===== src/npe_pkg.sv =====
/*
  shared constants and types of the nand page ecc checker: register
  offsets, field positions, reset values, watched commands and states.
  assumes nothing of its surroundings.
*/
`default_nettype none

package npe_pkg;

  ////////////////////////////////////////////////////////////////////////
  // register byte offsets on the apb port
  localparam logic [7:0] OFS_ECC_COMMAND    = 8'h00;
  localparam logic [7:0] OFS_PAGE_LENGTH    = 8'h04;
  localparam logic [7:0] OFS_ERROR_FLAGS    = 8'h08;
  localparam logic [7:0] OFS_PARITY_POS     = 8'h0C;
  localparam logic [7:0] OFS_INVERSE_PARITY = 8'h10;

  ////////////////////////////////////////////////////////////////////////
  // field positions
  localparam int RESET_REQ_BIT    = 0;
  localparam int PAGE_LEN_LSB     = 0;
  localparam int PAGE_LEN_W       = 2;
  localparam int FLAG_CORRECTABLE = 0;
  localparam int FLAG_CODE_ERR    = 1;
  localparam int FLAG_MULTIPLE    = 2;
  localparam int FLAGS_W          = 3;
  localparam int BIT_OFS_LSB      = 0;
  localparam int BIT_OFS_W        = 4;
  localparam int WORD_OFS_LSB     = 4;
  localparam int WORD_OFS_W       = 12;
  localparam int CODE_W           = 16;

  ////////////////////////////////////////////////////////////////////////
  // reset values
  localparam logic [PAGE_LEN_W-1:0] RESET_PAGE_LEN = 2'h0;
  localparam logic [FLAGS_W-1:0]    RESET_FLAGS    = 3'h0;
  localparam logic [CODE_W-1:0]     RESET_PARITY   = 16'h0000;

  ////////////////////////////////////////////////////////////////////////
  // page geometry and watched flash commands
  localparam int MAIN_WORDS_BASE = 512;
  localparam int PAGE_WORDS_BASE = 528;
  localparam int INDEX_BITS_BASE = 9;
  localparam logic [7:0] CMD_PAGE_READ = 8'h00;
  localparam logic [7:0] CMD_PAGE_PROG = 8'h80;
  localparam logic [1:0] STORED_BEATS_BYTE = 2'h3;
  localparam logic [1:0] STORED_BEATS_WIDE = 2'h1;

  typedef enum logic [2:0] {
    NPE_IDLE,
    NPE_ARMED,
    NPE_RUN,
    NPE_FETCH,
    NPE_DONE
  } npe_state_t;

endpackage

`default_nettype wire


===== src/npe_syndrome.sv =====
/*
  syndrome decoder: compares a computed code pair with the stored pair
  and sorts the outcome into no error, correctable, code error, multiple.
  assumes inputs are stable in the cycle the caller samples the outputs.
*/
`timescale 1ns/1ps
`default_nettype none

module npe_syndrome
  import npe_pkg::*;
#(
  parameter int W = 16
) (
  // codes
  input  wire logic [W-1:0] calc_true,
  input  wire logic [W-1:0] calc_comp,
  input  wire logic [W-1:0] stored_true,
  input  wire logic [W-1:0] stored_comp,
  input  wire logic [W-1:0] active_mask,
  // outcome
  output logic [W-1:0]      syn_true,
  output logic [W-1:0]      syn_comp,
  output logic              no_error,
  output logic              correctable,
  output logic              code_error,
  output logic              multiple
);

  // refuse a code too narrow to hold a pair
  if (W < 2) begin : g_bad_width
    $error("npe_syndrome: W must be at least 2");
  end

  logic [2*W-1:0] whole;
  logic           one_hot;

  ////////////////////////////////////////////////////////////////////////
  // classification of the syndrome pair
  always_comb begin
    syn_true    = (calc_true ^ stored_true) & active_mask;
    syn_comp    = (calc_comp ^ stored_comp) & active_mask;
    whole       = {syn_true, syn_comp};
    one_hot     = (whole != '0) && ((whole & (whole - 1'b1)) == '0);
    no_error    = (whole == '0);
    // one data bit flips exactly one of each true/complement pair
    correctable = !no_error && ((syn_true ^ syn_comp) == active_mask);
    code_error  = !no_error && !correctable && one_hot;
    multiple    = !no_error && !correctable && !one_hot;
  end

endmodule

`default_nettype wire


===== config.mk =====
export PLATFORM = sky130hd
export DESIGN_NAME = npe_syndrome
export DESIGN_NICKNAME = d
export VERILOG_FILES = /design/src/npe_pkg.sv /design/src/npe_syndrome.sv
export SDC_FILE = /design/constraint.sdc
export NUM_CORES = 1
export LEC_CHECK = 0
export ABC_AREA = 1
export BUFFER_PORTS_ARGS = -buffer_cell sky130_fd_sc_hd__clkbuf_2
export CORE_MARGIN = 2
export CORE_UTILIZATION = 40
export DETAILED_ROUTE_END_ITERATION = 6
export PLACE_DENSITY = 0.75
export SLEW_MARGIN = 0
export SYNTH_ARGS = -nofsm -noshare
export SYNTH_HDL_FRONTEND = slang
export SYNTH_SLANG_ARGS = --single-unit

===== constraint.sdc =====
create_clock -name vclk -period 2.8
set_input_delay 0.28 -clock vclk [all_inputs]
set_output_delay 0.28 -clock vclk [all_outputs]
set_load 0.005 [all_outputs]

==> flow_summary.toml, run 1 <==
[finish]
ff_latch_area_um2 = 0
multiInputGateArea_um2 = 1640
syn2layout_area_growth_pct = 33.9
clkbuf_count = 0
layout-drive-gt1-share = 0.291
final_nets = 649
diodes = 0
nFlopsAndLatches = 0
final_cell_area_um2 = 2650
fill_cells = 552

[floorplanning]
design.core.area_um2 = 4750
die-area_um2 = 5530
pin_count = 116
rows = 25
initial_core_util = 0.416
fp.dieW_um = 74.3
fp.dieH_um = 74.3

[drt]
wl_per_cell_um = 11.2
drtIter0Drc = 180
routed_wirelength_um = 7120
drc = 0
ant_nets = 0
route.vias.total = 2984
first_pass_iters = 4
viasPerCell = 4.71

[timing]
period_needed_ns = 2.16
maxSlewViolCount = 0
maxSlewHeadroom = 0.767
rsz0062_at_grt = "no"
setup_tns_ns = 0
max_freq_mhz = 463
fin_crit_sh = 0.771
tightest_slew_ns = 0.345
hold_viol = 0
whs_ns = 0.909
setup_viol = 0

[worst_setup_path]
critical_path_class = "input pin to output port"
critPathLaunchType = "input pin"
cp_max_fo = 4
cp.arrival_ns = 1.88
end_kind = "output port"
critPathRequiredTime_ns = 2.52

[synthesis]
syn-num-nets = 530
yosysTopAreaCell = "nand2_1"
synthesis.area_um2 = 1980
ys_types = 20
ys_seq_area_frac = 0
synth_common_cells = "197 x nand2_1, 89 x inv_1, 60 x nor2_1"
avgSynthCellArea_um2 = 4.40
synth_top_area_frac = 0.374
synth_warnings = 0
synth_most_common_cell = "nand2_1"
synthCells = 450
ys_top_cells_by_area = "nand2_1 37%, inv_1 17%, nor2_1 11%"

[global_routing]
grt_use_total = 0.259
grt_pass1_wl_um = 11400
overflow = 0
antenna_found_initial = 0
grt_max_degree = 6
first_global_vias = 2628

[placed_design]
post-dp-hpwl_um = 6480
placed_cell_area_um2 = 2650
io_buffers = 116
gp_congestion = 0.905

[power_and_ir_drop]
finalPower_w = 0.000438
power.density_nw_per_um2 = 165
p_leak_nw = 1.84
irDropWorstVdd_mv = 0.0737

[cts]
cts_hold_buffers = 0
post_cts_buffers = 0
post_cts_resized = 0

[run_status]
run_status = "finished clean"

[min_path]
min_path_cells = 4
worstHoldStart = "active_mask[12]"
hp-class = "input pin to output port"
hold-path-endpoint = "syn_comp[12]"

[flow_run]
cap_violations = 0
per-layer routing:
| layer | GRT usage | wire length, um | vias to the layer above |
|---|---|---|---|
| li1 | - | - | 1599 |
| met1 | 0.353 | 3400 | 1290 |
| met2 | 0.475 | 3330 | 91 |
| met3 | 0.00949 | 352 | 4 |
| met4 | 0.0139 | 34 | 0 |
| met5 | 0 | 0 | - |
cells in the final DEF, fill, tap and decap left out:
cell       Yosys  final
nand3_1       34     34
inv_2          2      2
nor2_4         3      3
o21ai_1        2      2
nor2_2        20     20
inv_1         89     89
nand3b_1       1      1
nor2_1        60     60
nand3_2       17     17
nand2_1      197    197
or2_0          2      2
o2111ai_1      1      1
o21ai_0        8      8
or2_2          1      1
clkbuf_2       0    116
nand2_4        1      1
nand2_2        4      4
nor3_1         1      1
buf_4          0      1
xnor2_1        2      2
a21oi_1        1      1
nand4_1        4      4
worst max-delay path by stage:
| stage | from | end | slack [ns] |
|---|---|---|---|
| after floorplan | calc_comp[0] | code_error | 1.11 |
| after global placement | calc_comp[15] | code_error | 0.62 |
| after detailed placement | calc_comp[15] | code_error | 0.62 |
| after CTS | calc_comp[15] | code_error | 0.62 |
| after global routing | stored_comp[15] | code_error | 0.32 |
| final | stored_true[0] | code_error | 0.64 |
layout make-up:
type / count / area share
Timing Repair Buffer: 117 / 0.222
Inverter: 91 / 0.129
Multi-Input combinational cell: 359 / 0.618
Tap cell: 67 / 0.0316
through the flow:
| stage | util | std cells | worst slack [ns] |
|---|---|---|---|
| CTS | 0.558 | 634 | 0.621 |
| finish | 0.558 | 634 | 0.641 |
| global route | 0.558 | 634 | 0.323 |
| detailed placement | 0.558 | 634 | 0.622 |
| global placement | 0.558 | 634 | 0.616 |
| floorplan | - | 450 | 1.11 |
critical path: stages:
cell	delay, ns
clkbuf_2	0.09
inv_1	0.04
nand2_1	0.04
nand3_1	0.13
nand2_1	0.10
nor2_2	0.23
nand2_1	0.08
nor2_1	0.11
nand2_1	0.05
nand2_1	0.11
nand2_1	0.06
nor2_1	0.10
nand2_1	0.07
nor2_2	0.12
nand2_1	0.06
nor2_1	0.08
clkbuf_2	0.11
cells by family after synthesis:
logic type,Yosys count,share of synthesized area
buffers and inverters,91,0.173
xor gates and xnor gates,2,0.00885
AOI/OAI and AO/OA,12,0.0322
and+or+nand+nor,345,0.786
where the power goes:
| group | total (W) | internal, W | leakage, nW | switching [W] |
|---|---|---|---|---|
| registers | 0 | 0 | 0 | 0 |
| logic | 0.000438 | 0.000162 | 1.84 | 0.000276 |
| clock network | 0 | 0 | 0 | 0 |
(Power assumes the default switching activity.)
==> run 2: changes to the inputs <==
PLACE_DENSITY = 0.78   (was 0.75)
clock period = 1.8 ns   (was 2.8 ns; I/O delays follow)
==> run 2 against run 1 <==
  * The flow now finishes with violations (setup timing)
  * First-iteration DRC count decreased by 25%
  * Clock-buffer cell count unchanged
  * Flip-flop and latch count unchanged
  * Utilization increased by 11 points
  * Critical path depth decreased by 1
  * Cell area increased by 20%
  * Highest routed layer unchanged
==> flow_summary.toml, run 2 (same netlist as run 1, synthesis figures left out) <==
[run_status]
run_status = "finished with violations"
violations = "setup timing"

[worst_setup_path]
crit_family = "simple AND/OR/NAND/NOR gates"
cp.arrival_ns = 1.74
cp_max_fo = 5
cp_common_cell = "nand2_1"
end_kind = "output port"
slowest_stage = "nor2_4"
critPathRequiredTime_ns = 1.62
critical_path_class = "input pin to output port"
critPathLaunchType = "input pin"
critical_path.cell_chain = "buf_6 > inv_2 > nand2_2 > nand3_4 > nand2_4 > nor2_4 > buf_4 > nand2_2 > nand2_1 > nand3_1 > nor2_1 > nand2_1 > nor2_2 > nand2_1 > nor2_1 > buf_2"
cp_slowest_stage_delay_ns = 0.16
crit_buf_inv = 4

[timing]
setup_ws_ns = -0.118
whs_ns = 0.762
setup_viol = 2
maxSlewViolCount = 0
hold_viol = 0
tightest_slew_ns = 0.273
max_freq_mhz = 521
maxSlewHeadroom = 0.818
fin_crit_sh = 1.07
rsz0062_at_grt = "yes"
period_needed_ns = 1.92
setup_tns_ns = -0.156

[global_routing]
met1_usage = 0.352
grt_use_met3 = 0.00542
gr-max-usage-layer = "met2"
grt_use_total = 0.267
grt_pass1_wl_um = 11800
antenna_found_initial = 0
first_global_vias = 2838
grt_max_degree = 6
gr-usage-met2 = 0.510
overflow = 0

[placed_design]
place_ws_ns = -0.162
post-dp-hpwl_um = 6660
io_buffers = 116
gp_congestion = 0.922
placed_cell_area_um2 = 2940

[drt]
viasPerCell = 4.63
ant_nets = 0
first_pass_iters = 4
wl_per_cell_um = 11.3
route.vias.total = 3141
drc = 0
routed_wirelength_um = 7640
drtIter0Drc = 135

[cts]
cts_hold_buffers = 0

[finish]
utilization = 0.667
multiInputGateArea_um2 = 1800
diodes = 0
fill_cells = 501
final_nets = 693
final_cell_mix = "181 x nand2_1, 111 x clkbuf_2, 82 x inv_1"
ff_latch_area_um2 = 0
final_cell_area_um2 = 3170
nFlopsAndLatches = 0
final_common_cell = "nand2_1"
layout-drive-gt1-share = 0.414
syn2layout_area_growth_pct = 60.2
clkbuf_count = 0

[floorplanning]
fp.dieW_um = 74.3
rows = 25
pin_count = 116
design.core.area_um2 = 4750
die-area_um2 = 5530
initial_core_util = 0.416
fp.dieH_um = 74.3

[power_and_ir_drop]
swShare = 0.580
combPwrFrac = 1.000
power.density_nw_per_um2 = 264
pwr-share-seq = 0
power_switching_w = 0.000485
p_leak_nw = 2.08
power_frac_clock = 0
irDropWorstVdd_mv = 0.137
internal_power_w = 0.000351

[min_path]
hp-class = "input pin to output port"

[flow_run]
cap_violations = 0
[run 2: cell count changes in the layout (fill, tap and decap cells not counted), moves of 8 or more]
| cell | delta |
|---|---|
| buf_4 | +44 |
| nand2_1 | -16 |
| nand2_2 | +15 |
| nor2_1 | -13 |
| nand3_1 | -8 |
| nor2_2 | +8 |
[run 2: worst paths after layout]
| check | endpoint | cells after the start | startpoint |
|---|---|---|---|
| worst max-delay path | code_error | 16 | stored_comp[2] |
| worst min-delay path | syn_true[9] | 4 | active_mask[9] |
[run 2: per-stage QoR]
step	total power [W]	std cells
floorplan	0.000400	450
global placement	0.000743	672
detailed placement	0.000750	672
CTS	0.000785	676
global route	0.000926	678
finish	0.000836	678
[run 2: layout make-up]
| cell class | instances | share of cell area |
|---|---|---|
| well taps | 67 | 0.0264 |
| repair buffers | 161 | 0.297 |
| inverters | 91 | 0.108 |
| multi-input cells | 359 | 0.568 |
[run 2: power groups by stage]
stage | combinational [W] | sequential [W] | clock, W
5_1_grt | 0.000926 | 0 | 0
3_5_place_dp | 0.000750 | 0 | 0
2_1_floorplan | 0.000400 | 0 | 0
3_3_place_gp | 0.000743 | 0 | 0
6_report | 0.000836 | 0 | 0
4_1_cts | 0.000785 | 0 | 0
[run 2: per-layer routing]
| metal | share of wire | vias up |
|---|---|---|
| li1 | - | 1673 |
| met1 | 0.45 | 1361 |
| met2 | 0.50 | 101 |
| met3 | 0.048 | 6 |
| met4 | 0.0062 | 0 |
| met5 | 0 | - |
[run 2: repair_timing]
action | 4_1_cts | 5_1_grt
pin swaps | 10 | 21
setup buffers | 4 | 2
resized for setup | 21 | 44
setup endpoints to repair | 2 | 2
